File: config.mk
export PLATFORM = sky130hd
export DESIGN_NAME = cfs_supervisor
export DESIGN_NICKNAME = d
export VERILOG_FILES = /design/src/rtl/cfs_pkg.sv /design/src/rtl/cfs_supervisor.sv
export VERILOG_INCLUDE_DIRS = /design/src /design/src/rtl
export SDC_FILE = /design/constraint.sdc
export NUM_CORES = 1
export LEC_CHECK = 0
export BUFFER_PORTS_ARGS = -buffer_cell sky130_fd_sc_hd__buf_2
export CORE_MARGIN = 4
export CORE_UTILIZATION = 40
export DETAILED_ROUTE_END_ITERATION = 8
export PLACE_DENSITY = 0.61
export SYNTH_ARGS = -nofsm -noshare
export SYNTH_HDL_FRONTEND = slang
export SYNTH_SLANG_ARGS = --single-unit
export TNS_END_PERCENT = 100
File: constraint.sdc
create_clock -name aclk -period 2.1 [get_ports aclk]
set_clock_uncertainty 0.2 [all_clocks]
set_input_delay 0.42 -clock aclk [delete_from_list [all_inputs] [get_ports aclk]]
set_output_delay 0.42 -clock aclk [all_outputs]
set_load 0.05 [all_outputs]
File: src/rtl/cfs_regs.svh
// Register map, field positions, reset values and timing counts of the supervisor
`ifndef CFS_REGS_SVH
`define CFS_REGS_SVH

// ----------------------------------------------------------------------------
// Channel numbering
// ----------------------------------------------------------------------------
`define CFS_NUM_CH 6
`define CFS_CH_BOOST 0
`define CFS_CH_MAIN 1
`define CFS_CH_STEPDOWN 2
`define CFS_CH_AUX1 3

// ----------------------------------------------------------------------------
// Register byte addresses
// ----------------------------------------------------------------------------
`define CFS_ADDR_CTRL 32'h0000_0000
`define CFS_ADDR_STATUS 32'h0000_0004
`define CFS_ADDR_FAULT 32'h0000_0008

// ----------------------------------------------------------------------------
// Field positions and reset values
// ----------------------------------------------------------------------------
`define CFS_CTRL_EN_MASK 6'h3e
`define CFS_CTRL_RESET 6'h00
`define CFS_ST_RUN_LSB 0
`define CFS_ST_LATCHED 8
`define CFS_ST_UV_RETRY 9
`define CFS_ST_REF_EN 10
`define CFS_ST_THERMAL 11
`define CFS_ST_PIN_LSB 12

// ----------------------------------------------------------------------------
// Timing
// ----------------------------------------------------------------------------
`define CFS_CLK_MHZ 200
`define CFS_ONESHOT_NS 200
`define CFS_RAMP_OSC 4096
`define CFS_SD_RAMP_OSC 2048
`define CFS_AUX_DELAY_OSC 1024
`define CFS_FAULT_OSC 100000

// ----------------------------------------------------------------------------
// Bus answers
// ----------------------------------------------------------------------------
`define CFS_RESP_OKAY 2'h0
`define CFS_RESP_DECERR 2'h3

`endif

File: src/rtl/cfs_pkg.sv
// Types shared by the sequencing and fault supervisor
package cfs_pkg;
  `include "cfs_regs.svh"

  // Per-channel sequencing state
  typedef enum logic [1:0] {
    CFS_CH_OFF,
    CFS_CH_WAIT,
    CFS_CH_RAMP,
    CFS_CH_RUN
  } cfs_ch_state_t;

  // Whole state of the supervisor
  typedef struct packed {
    cfs_ch_state_t [5:0] ch;
    logic [5:0][12:0] ramp_cnt;
    logic [5:0][16:0] flt_cnt;
    logic [5:0][11:0] soft_ref;
    logic [5:0] ch_active;
    logic [10:0] aux_wait;
    logic latched;
    logic [5:0] latch_cause;
    logic uv_retry;
    logic [5:0] os_cnt;
    logic osc_tick;
    logic discharge;
    logic ref_enable;
    logic startup_drive;
    logic core_good_oe;
    logic aux_good_oe;
    logic fls_oe;
    logic [5:0] ctrl_en;
    logic aw_full;
    logic [31:0] aw_addr;
    logic w_full;
    logic [31:0] w_data;
    logic [3:0] w_strb;
    logic awready;
    logic wready;
    logic bvalid;
    logic [1:0] bresp;
    logic arready;
    logic rvalid;
    logic [31:0] rdata;
    logic [1:0] rresp;
  } cfs_state_t;
endpackage

File: src/rtl/cfs_supervisor.sv
// Converter sequencing and fault supervisor with AXI4-Lite register slave
// Operation
// - Core good low after step-down ramp
// - Core good released on shutdown, latch, thermal
// - First aux good low after its ramp
// - First aux good released on shutdown, latch, thermal
// - Load-switch fault low normally, released on latch
// - Reference ramps full scale over 4096 cycles
// - Step-down ramp takes 2048 cycles
// - Boost channel has no counted ramp
// - 100,000 cycles out of regulation latches off
// - Latch cleared by boost enable cycling
// - Fault detection masked during soft-start
// - Boost rail undervoltage shuts all immediately
// - Boost keeps retrying after undervoltage
// - Boost restart refaults if interval expires
// - Reference enabled by enable and good rail
// - Oscillator cycle with 200ns discharge one-shot
// - Channels and timing oscillator held off while boost rail low
// - Startup oscillator while unlatched until rail good
// - Channels need enable and boost regulation
// - Auxiliaries wait 1024 cycles after boost
`timescale 1ns/1ps
`include "cfs_regs.svh"

module cfs_supervisor
  import cfs_pkg::*;
#(
  parameter int unsigned FAULT_OSC_CYCLES = `CFS_FAULT_OSC
) (
  input logic aclk,
  input logic aresetn,
  // Analogue and pin side
  input logic boost_enable_in,
  input logic boost_rail_ok,
  input logic thermal_limit,
  input logic timing_rc_at_ref,
  input logic [5:0] chan_in_reg,
  input logic core_good_n_i,
  output logic core_good_n_o,
  output logic core_good_n_oe,
  input logic first_aux_good_n_i,
  output logic first_aux_good_n_o,
  output logic first_aux_good_n_oe,
  input logic fault_load_switch_n_i,
  output logic fault_load_switch_n_o,
  output logic fault_load_switch_n_oe,
  output logic timing_rc_discharge,
  output logic ref_enable,
  output logic boost_startup_drive,
  output logic [5:0] chan_active,
  output logic [5:0][11:0] soft_ref,
  // AXI4-Lite slave
  input logic [31:0] s_axi_awaddr,
  input logic s_axi_awvalid,
  output logic s_axi_awready,
  input logic [31:0] s_axi_wdata,
  input logic [3:0] s_axi_wstrb,
  input logic s_axi_wvalid,
  output logic s_axi_wready,
  output logic [1:0] s_axi_bresp,
  output logic s_axi_bvalid,
  input logic s_axi_bready,
  input logic [31:0] s_axi_araddr,
  input logic s_axi_arvalid,
  output logic s_axi_arready,
  output logic [31:0] s_axi_rdata,
  output logic [1:0] s_axi_rresp,
  output logic s_axi_rvalid,
  input logic s_axi_rready
);

  // --------------------------------------------------------------------------
  // Derived counts
  // --------------------------------------------------------------------------
  // One-shot length rounded up to whole clock cycles
  localparam int ONESHOT_CYC_I = (`CFS_ONESHOT_NS * `CFS_CLK_MHZ + 999) / 1000;
  localparam logic [5:0] ONESHOT_CYC = 6'(ONESHOT_CYC_I);
  // Last count of the persistent fault timer
  localparam logic [16:0] FLT_LAST = 17'(FAULT_OSC_CYCLES - 1);
  // Boost start interval and auxiliary delay
  localparam logic [12:0] RAMP_LAST = 13'(`CFS_RAMP_OSC - 1);
  localparam logic [10:0] AUX_DELAY = 11'(`CFS_AUX_DELAY_OSC);

  // --------------------------------------------------------------------------
  // Helpers
  // --------------------------------------------------------------------------
  // Last oscillator count of a channel's soft-start ramp
  function automatic logic [12:0] ramp_last(input int idx);
    if (idx == `CFS_CH_STEPDOWN) begin
      // Step-down ramps in half the time
      ramp_last = 13'(`CFS_SD_RAMP_OSC - 1);
    end else begin
      // Every other ramped channel
      ramp_last = RAMP_LAST;
    end
  endfunction

  // Reference level of a channel from its state and ramp count
  function automatic logic [11:0] ref_level(input int idx, input cfs_ch_state_t st,
                                            input logic [12:0] cnt);
    // Off or waiting: zero reference
    ref_level = 12'h000;
    if (st == CFS_CH_RUN) begin
      // Regulating: full-scale reference
      ref_level = 12'hfff;
    end else if (st == CFS_CH_RAMP) begin
      if (idx == `CFS_CH_BOOST) begin
        // Boost is never ramped
        ref_level = 12'hfff;
      end else if (idx == `CFS_CH_STEPDOWN) begin
        // Twice the slope of the others
        ref_level = {cnt[10:0], 1'b0};
      end else begin
        // One step per oscillator cycle
        ref_level = cnt[11:0];
      end
    end
  endfunction

  // Register address decode
  function automatic logic is_mapped(input logic [31:0] addr);
    is_mapped = (addr == `CFS_ADDR_CTRL) || (addr == `CFS_ADDR_STATUS) ||
                (addr == `CFS_ADDR_FAULT);
  endfunction

  // --------------------------------------------------------------------------
  // State
  // --------------------------------------------------------------------------
  cfs_state_t s; // Registered state
  cfs_state_t next_s; // Next state
  logic [31:0] status_word; // Live status view

  // Status word assembly
  always_comb begin
    status_word = 32'h0000_0000;
    for (int i = 0; i < `CFS_NUM_CH; i++) begin
      status_word[`CFS_ST_RUN_LSB + i] = (s.ch[i] == CFS_CH_RUN);
    end
    status_word[`CFS_ST_LATCHED] = s.latched;
    status_word[`CFS_ST_UV_RETRY] = s.uv_retry;
    status_word[`CFS_ST_REF_EN] = s.ref_enable;
    status_word[`CFS_ST_THERMAL] = thermal_limit;
    status_word[`CFS_ST_PIN_LSB] = core_good_n_i;
    status_word[`CFS_ST_PIN_LSB + 1] = first_aux_good_n_i;
    status_word[`CFS_ST_PIN_LSB + 2] = fault_load_switch_n_i;
  end

  // --------------------------------------------------------------------------
  // Next-state logic
  // --------------------------------------------------------------------------
  always_comb begin
    logic hold;
    logic en_i;
    logic tick;
    hold = 1'b0;
    en_i = 1'b0;
    tick = s.osc_tick;
    next_s = s;
    next_s.osc_tick = 1'b0;

    // Reference and startup oscillator control
    next_s.ref_enable = boost_enable_in & boost_rail_ok;
    next_s.startup_drive = boost_enable_in & ~boost_rail_ok & ~s.latched;

    // Timing oscillator: comparator trip starts the discharge one-shot
    if (s.os_cnt != 6'h00) begin
      // One-shot running: count it down
      next_s.os_cnt = s.os_cnt - 6'h01;
    end else if (s.ref_enable && timing_rc_at_ref) begin
      // Capacitor at reference: new cycle
      next_s.os_cnt = ONESHOT_CYC;
      next_s.osc_tick = 1'b1;
    end
    next_s.discharge = (next_s.os_cnt != 6'h00);

    // Latch released by dropping the boost enable
    if (!boost_enable_in) begin
      next_s.latched = 1'b0;
      next_s.latch_cause = 6'h00;
    end

    // Everything held off on low rail, latch or boost disabled
    hold = ~boost_rail_ok | s.latched | ~boost_enable_in;

    // Undervoltage retry flag
    if (!boost_rail_ok && s.ch[`CFS_CH_BOOST] != CFS_CH_OFF) begin
      // Rail lost while the boost was working
      next_s.uv_retry = 1'b1;
    end else if (s.ch[`CFS_CH_BOOST] == CFS_CH_RUN || !boost_enable_in) begin
      // Boost regulating again, or switched off
      next_s.uv_retry = 1'b0;
    end

    // Auxiliary start delay after boost regulation
    if (hold || s.ch[`CFS_CH_BOOST] != CFS_CH_RUN) begin
      // Delay restarts whenever the boost is not regulating
      next_s.aux_wait = 11'h000;
    end else if (tick && s.aux_wait != AUX_DELAY) begin
      // One step per oscillator cycle, held at the end
      next_s.aux_wait = s.aux_wait + 11'h001;
    end

    // Per-channel sequencing
    for (int i = 0; i < `CFS_NUM_CH; i++) begin
      en_i = (i == `CFS_CH_BOOST) ? boost_enable_in : s.ctrl_en[i];
      if (hold || !en_i) begin
        // Shut down at once
        next_s.ch[i] = CFS_CH_OFF;
        next_s.ramp_cnt[i] = 13'h0000;
        next_s.flt_cnt[i] = 17'h0_0000;
      end else begin
        unique case (s.ch[i])
          CFS_CH_OFF: begin
            // Boost goes straight to its start interval
            next_s.ch[i] = (i == `CFS_CH_BOOST) ? CFS_CH_RAMP : CFS_CH_WAIT;
            next_s.ramp_cnt[i] = 13'h0000;
          end
          CFS_CH_WAIT: begin
            // Wait for boost regulation and the auxiliary delay
            if (s.ch[`CFS_CH_BOOST] == CFS_CH_RUN &&
                (i < `CFS_CH_AUX1 || s.aux_wait == AUX_DELAY)) begin
              next_s.ch[i] = CFS_CH_RAMP;
            end
          end
          CFS_CH_RAMP: begin
            // Fault counter idle during soft-start
            next_s.flt_cnt[i] = 17'h0_0000;
            if (i == `CFS_CH_BOOST) begin
              if (chan_in_reg[i]) begin
                // Rail regulating: hand over to the loop
                next_s.ch[i] = CFS_CH_RUN;
                next_s.ramp_cnt[i] = 13'h0000;
              end else if (tick) begin
                if (s.ramp_cnt[i] == RAMP_LAST) begin
                  // Interval expired unregulated: fault again, retry
                  next_s.ramp_cnt[i] = 13'h0000;
                  next_s.uv_retry = 1'b1;
                end else begin
                  next_s.ramp_cnt[i] = s.ramp_cnt[i] + 13'h0001;
                end
              end
            end else if (tick) begin
              if (s.ramp_cnt[i] == ramp_last(i)) begin
                // Ramp done: regulate
                next_s.ch[i] = CFS_CH_RUN;
              end else begin
                next_s.ramp_cnt[i] = s.ramp_cnt[i] + 13'h0001;
              end
            end
          end
          CFS_CH_RUN: begin
            // Persistent out-of-regulation timer
            if (chan_in_reg[i]) begin
              // Back in regulation: start over
              next_s.flt_cnt[i] = 17'h0_0000;
            end else if (tick) begin
              if (s.flt_cnt[i] == FLT_LAST) begin
                // Fault persisted: latch every channel off
                next_s.latched = 1'b1;
                next_s.latch_cause[i] = 1'b1;
              end else begin
                next_s.flt_cnt[i] = s.flt_cnt[i] + 17'h0_0001;
              end
            end
          end
        endcase
      end
      // Reference level and activity per channel
      next_s.soft_ref[i] = ref_level(i, next_s.ch[i], next_s.ramp_cnt[i]);
      next_s.ch_active[i] = (next_s.ch[i] == CFS_CH_RAMP) || (next_s.ch[i] == CFS_CH_RUN);
    end

    // Open-drain status outputs
    next_s.core_good_oe = (next_s.ch[`CFS_CH_STEPDOWN] == CFS_CH_RUN) &&
                          !next_s.latched && !thermal_limit;
    next_s.aux_good_oe = (next_s.ch[`CFS_CH_AUX1] == CFS_CH_RUN) &&
                         !next_s.latched && !thermal_limit;
    next_s.fls_oe = !next_s.latched;

    // ------------------------------------------------------------------------
    // AXI4-Lite write path
    // ------------------------------------------------------------------------
    // Capture address and data independently
    if (s_axi_awvalid && s.awready) begin
      next_s.aw_full = 1'b1;
      next_s.aw_addr = s_axi_awaddr;
    end
    if (s_axi_wvalid && s.wready) begin
      next_s.w_full = 1'b1;
      next_s.w_data = s_axi_wdata;
      next_s.w_strb = s_axi_wstrb;
    end
    // Response retires on bready
    if (s.bvalid && s_axi_bready) begin
      next_s.bvalid = 1'b0;
    end
    // Perform the write once both halves are held
    if (s.aw_full && s.w_full && !s.bvalid) begin
      next_s.aw_full = 1'b0;
      next_s.w_full = 1'b0;
      next_s.bvalid = 1'b1;
      next_s.bresp = is_mapped(s.aw_addr) ? `CFS_RESP_OKAY : `CFS_RESP_DECERR;
      // Only the low byte lane carries the enables
      if (s.aw_addr == `CFS_ADDR_CTRL && s.w_strb[0]) begin
        next_s.ctrl_en = s.w_data[5:0] & `CFS_CTRL_EN_MASK;
      end
    end
    next_s.awready = !next_s.aw_full && !next_s.bvalid;
    next_s.wready = !next_s.w_full && !next_s.bvalid;

    // ------------------------------------------------------------------------
    // AXI4-Lite read path
    // ------------------------------------------------------------------------
    if (s.rvalid && s_axi_rready) begin
      next_s.rvalid = 1'b0;
    end
    if (s_axi_arvalid && s.arready) begin
      next_s.rvalid = 1'b1;
      next_s.rresp = is_mapped(s_axi_araddr) ? `CFS_RESP_OKAY : `CFS_RESP_DECERR;
      if (s_axi_araddr == `CFS_ADDR_CTRL) begin
        // Enables, boost bit always zero
        next_s.rdata = {26'h000_0000, s.ctrl_en};
      end else if (s_axi_araddr == `CFS_ADDR_STATUS) begin
        // Live status snapshot
        next_s.rdata = status_word;
      end else if (s_axi_araddr == `CFS_ADDR_FAULT) begin
        // Channels that caused the latch
        next_s.rdata = {26'h000_0000, s.latch_cause};
      end else begin
        // Unmapped reads return zero
        next_s.rdata = 32'h0000_0000;
      end
    end
    next_s.arready = !next_s.rvalid;
  end

  // --------------------------------------------------------------------------
  // State register
  // --------------------------------------------------------------------------
  always_ff @(posedge aclk) begin
    if (!aresetn) begin
      // All channels off, all pins released
      s <= '0;
      s.ctrl_en <= `CFS_CTRL_RESET;
    end else begin
      s <= next_s;
    end
  end

  // --------------------------------------------------------------------------
  // Outputs
  // --------------------------------------------------------------------------
  // Open-drain pins only ever pull low
  assign core_good_n_o = 1'b0;
  assign core_good_n_oe = s.core_good_oe;
  assign first_aux_good_n_o = 1'b0;
  assign first_aux_good_n_oe = s.aux_good_oe;
  assign fault_load_switch_n_o = 1'b0;
  assign fault_load_switch_n_oe = s.fls_oe;
  assign timing_rc_discharge = s.discharge;
  assign ref_enable = s.ref_enable;
  assign boost_startup_drive = s.startup_drive;
  assign chan_active = s.ch_active;
  assign soft_ref = s.soft_ref;
  assign s_axi_awready = s.awready;
  assign s_axi_wready = s.wready;
  assign s_axi_bresp = s.bresp;
  assign s_axi_bvalid = s.bvalid;
  assign s_axi_arready = s.arready;
  assign s_axi_rdata = s.rdata;
  assign s_axi_rresp = s.rresp;
  assign s_axi_rvalid = s.rvalid;

endmodule

Word level (Yosys, flattened, before mapping) --
Cells that the tools add are included.
Cells by class: add/sub/neg operators 14, equality and inequality tests 72, muxes and demuxes 178, bitwise logic cells 9, reduce and logical (&&, ||, !) cells 94
Operator list (number):
- $mux 13 | 25
- $mux 17 | 18
- $pmux 17 s2 | 6
- $mux 12 | 16
- $pmux 13 s2 | 6
- $add 17x1->17 const B | 6
- $eq 17x17->1 const B | 6
- $add 13x1->13 const B | 6
- $eq 13x13->1 | 5
- $eq 32x3->1 const B | 2
- $eq 32x4->1 const B | 2
- $logic_not 32->1 | 2
- $mux 2 | 31
- $mux 1 | 59
- $eq 2x2->1 const B | 24
- $ne 3x3->1 const B | 13
- $mux 37 | 1
- $pmux 2 s3 | 6
- $mux 35 | 1
- $mux 33 | 1
- $reduce_and 3->1 | 11
- $mux 15 | 2
- $reduce_bool 2->1 | 13
- $ne 2x2->1 const B | 11
- other kinds (20) | 94
Storage, ports and cells: register bits after elaboration 418

Logic depth before layout (Yosys ltp) --
depth after elaboration 34, gate-level depth with buffers 8

Worst setup path after synthesis --
No wires, ideal clock.
path type reg-to-reg, start register s (netlist bit s_axi_arready), end register s (netlist bit s_axi_rdata[10]), arrival 1.917 ns, required time 1.840 ns, setup slack -0.078 ns, cell stages (with the launch flop) 7, path buffers 1, clock period less this slack 2.178 ns, path through dfxtp_1 > and2_1 > nand4_1 > or4_1 > clkbuf_1 > nor2_1 > a22o_1
On the way: word-level cells in the longest chain between the ends 1
Ends and longest elaborated chain:
- start: declaration | line cfs_supervisor.sv:130 | cfs_state_t s;
- start signal: assignment | line cfs_supervisor.sv:347 | s <= next_s;
- $logic_and 1x1->1 | line cfs_supervisor.sv:318 | if (s_axi_arvalid && s.arready) begin
No other way between the ends. A chain may end at the register's enable or synchronous reset.

Final worst setup path --
start register s[143] in the netlist's numbering, end register s (netlist bit soft_ref[39])
On the way: word-level cells in the longest chain between the ends 8, elaborated cells between the ends (all ways) 9
Ends and longest elaborated chain:
- $eq 11x11->1 * | line cfs_supervisor.sv:222 | (i < `CFS_CH_AUX1 || s.aux_wait == AUX_DELAY)) begin
- $logic_and 1x1->1 * | line cfs_supervisor.sv:221 | if (s.ch[`CFS_CH_BOOST] == CFS_CH_RUN &&
- $mux 2 * | line cfs_supervisor.sv:221
- $pmux 2 s3 * | line cfs_supervisor.sv:213 | unique case (s.ch[i])
- $mux 2 * | line cfs_supervisor.sv:207 | if (hold || !en_i) begin
- $eq 2x2->1 | line cfs_supervisor.sv:107 | end else if (st == CFS_CH_RAMP) begin
- $mux 12 | line cfs_supervisor.sv:107
- $mux 12 * | line cfs_supervisor.sv:104 | if (st == CFS_CH_RUN) begin
Every way passes the cells marked *; elsewhere a longest branch is shown, timed or not.

==> impl_results.md <==
* Outcome: finished, violations left
* Final WS setup at -0.109 ns
* Placement Setup Slack at -0.198 ns
* CTS Sinks at 355
* Final Max Tran Viols at 0
* Setup_tns at -2.36 ns
* Clk_lat worst skew at 0.56 ns
* Die height at 212 um
* Via count at 15,600
* Syn_area_per_cell at 8.41 um2
* Hold-critical path depth at 3
* CP startpoint kind: flip-flop
* Top cell type by total area after synthesis: dfxtp_1
* Synth top area share at 42.6%
* Area contributors post-synth: dfxtp_1, buf_4, a21oi_1, nand2_1, nor2_1
* Antenna viol nets, final at 0
* Synth warn at 0
* Area Overhead vs Synth at 32.5%
* Area after DPL at 19,000 um2
* Initial core utilization at 40.6%
* # IOs at 248
* Chip Width at 212 um
* WHS Endpoint: s[77]$_SDFF_PN0_
* Tcrit/Tclk final at 105%
* Reg2reg path depth at 7
* CTS clock-pin slew for the worst setup and hold paths at 0.06 ns
* Placed cells at 2,766
* Post-route cell area at 22,100 um2
* Ys flop type: dfxtp_1
* Critical path class: reg2reg
* CP max-delay cell: or4_4
* Crit path max fanout at 8
* Total track usage at 19.3%
* Initial antenna violation count at 1
* Post-Layout Cell Count at 2,929
* M1 wire length at 20,800 um
* Worst path cell trace: or4_4 -> nor4_4 -> buf_4 -> nand3_2 -> a21o_1 -> buf_6 -> o31ai_2
* Drt first pass iters at 5
* CP required at 2.37 ns
* Crit-path max cell delay at 0.55 ns
* Final setup viols at 42
* RR Startpoint: s[143]$_SDFFE_PP0P_
* Commonest cells after routing, fill and taps aside: dfxtp_1, buf_4, nand2_1
* First-pass GRT wire length at 73,100 um
* Mapped Area at 16,700 um2
* Gpl congestion at 0.879
* Inserted Clock Buffers at 41
* WL/cell at 15.8 um
* Layout cell share with drive strength beyond 1 at 30.3%
* Part of the Yosys area used for sequential elements at 42.6%
* Asr flop ratio synth at 0%
* Met3 wire length at 2170 um
* Vias in the first global route at 14,800
* Syn Inst Count at 1,983
* HPWL after detailed placement at 32,100 um
* Hold Violations, Final at 0
* R2r endpoint: soft_ref[39]$_SDFF_PN0_
* Number of synthesized flops with an enable pin at 0
* H-tree depth at 2
* FF-to-FF setup slack at -0.11 ns
* Final #Nets at 2,499
* FMAX at 453 MHz
* Data arrival, critical path at 2.48 ns
* Drt total wl at 46,400 um
* Most common cell after layout, fill and taps aside: dfxtp_1
* Total gr overflow at 0
* Iteration-0 DRC Markers at 954
* CTS max path bufs at 3
* Port bufs at 195
* Synthesis-stage register bit count at 355
* Failing checks: negative setup slack
* Core ar. at 41,000 um2
* TritonCTS clock tree: done
* Peak supply drop at 0.625 mV
* Slew HR at 57.0%
* Largest net degree at the start of global routing at 48
* DRC viols at 0
* Synth cell types at 83
* Worst min path class: in2reg
* Min cycle time layout at 2.21 ns
* Unrepaired setup endpoints after global routing: yes
* LEAKAGE at 8.40 nW
* Slew @ Worst Pin at 0.640 ns
* Die area at 45,000 um2
* Number of max-cap violations at 0
* Met2 wire len at 22,400 um
* Hold Startpoint: s_axi_wvalid
* Total number of placement rows at 74
* Clock tree root driver cell: clkbuf_16
* P per Cell Area at 691 nW/um2
* Layout Utilization at 53.8%
* Top sig layer: met4
* Crit end category: flip-flop
* DR vias/cell at 5.32
## final cells by class
class                      instances  area (um2)
clock inverter                    25         260
fill                            3720       18900
sequential                       355        7140
multi-input combinational       1397        8950
inverter                          46         173
timing repair buffer             522        3760
clock buffer                      50        1130
antenna                            2        5.00
tap                              532         666
## worst max path at each step
stage | startpoint | end | slack, ns | cells after the start
2_1_floorplan | s[143]$_SDFFE_PP0P_ | soft_ref[45]$_SDFF_PN0_ | 0.004 | 5
3_3_place_gp | s[143]$_SDFFE_PP0P_ | soft_ref[45]$_SDFF_PN0_ | -0.20 | 6
3_5_place_dp | s[143]$_SDFFE_PP0P_ | soft_ref[57]$_SDFF_PN0_ | -0.20 | 6
4_1_cts | s[146]$_SDFFE_PP0P_ | soft_ref[44]$_SDFF_PN0_ | -0.15 | 7
5_1_grt | s[143]$_SDFFE_PP0P_ | soft_ref[39]$_SDFF_PN0_ | -0.19 | 7
6_report | s[143]$_SDFFE_PP0P_ | soft_ref[39]$_SDFF_PN0_ | -0.11 | 7
## worst max-delay path, delay by kind of cell, from the launching register on
family	cells	cell delay, ns
flops	1	0.31
compound gates	2	0.41
simple gates	3	0.86
buf+inv	2	0.34
## registers in the layout (all words and copies together) (netlist names)
| register | flops |
|---|---|
| boost_startup_drive | 1 |
| chan_active | 5 |
| core_good_n_oe | 1 |
| fault_load_switch_n_oe | 1 |
| first_aux_good_n_oe | 1 |
| ref_enable | 1 |
| s | 263 |
| s_axi_arready | 1 |
| s_axi_awready | 1 |
| s_axi_bresp | 1 |
| s_axi_bvalid | 1 |
| s_axi_rdata | 13 |
| s_axi_rresp | 1 |
| s_axi_rvalid | 1 |
| s_axi_wready | 1 |
| soft_ref | 61 |
| timing_rc_discharge | 1 |
## metal layers
metal	global-route usage, %	up-vias
met3	3.63	77
met5	0	-
li1	-	7707
met1	25.3	7453
met4	5.72	0
met2	32.5	350
## timing repair
item / 4_1_cts / 5_1_grt
hold endpoints to repair: 51 / 0
cloned: 3 / 4
buffers inserted: 7 / 17
hold buffers: 55 / 0
setup endpoints to repair: 100 / 136
gates resized for setup: 44 / 174
pin swaps: 17 / 67
## Yosys cell counts, drive strengths merged (31+ instances only)
| master | n |
|---|---|
| nand2 | 218 |
| nand3 | 77 |
| xnor2 | 58 |
| nor4 | 38 |
| inv | 45 |
| o21ai | 72 |
| and3 | 35 |
| nor3 | 31 |
| a21oi | 168 |
| nand4 | 51 |
| clkbuf | 68 |
| buf | 140 |
| nor2 | 194 |
| xor2 | 40 |
| or4 | 33 |
| dfxtp | 355 |
## through the flow
| stage | hold slack, ns | power (mW) |
|---|---|---|
| floorplan | 0.208 | 7.77 |
| finish | 0.0331 | 15.3 |
| CTS | 0.00413 | 15.4 |
| global placement | 0.222 | 8.04 |
| detailed placement | 0.236 | 8.05 |
| global route | 0.0257 | 15.9 |
## report_power, final
part | switching, mW | total [mW] | internal (mW)
combinational | 0.662 | 1.09 | 0.427
sequential | 0.0766 | 6.92 | 6.84
clock | 3.00 | 7.25 | 4.25
total | 3.74 | 15.3 | 11.5
## cell families (layout without fill, tap and decap cells)
logic type | count (synthesis) | in the layout | synth area share (%)
AOI/OAI and AO/OA | 398 | 398 | 14.8
xor gates and xnor gates | 98 | 98 | 5.15
adders and majority gates | 16 | 16 | 1.20
buffers and inverters | 254 | 643 | 8.66
DFF | 355 | 355 | 42.6
muxes | 14 | 14 | 0.871
other | 1 | 24 | 0.0225
and+or+nand+nor | 847 | 849 | 26.6
Power figures use the tool's default switching activity.
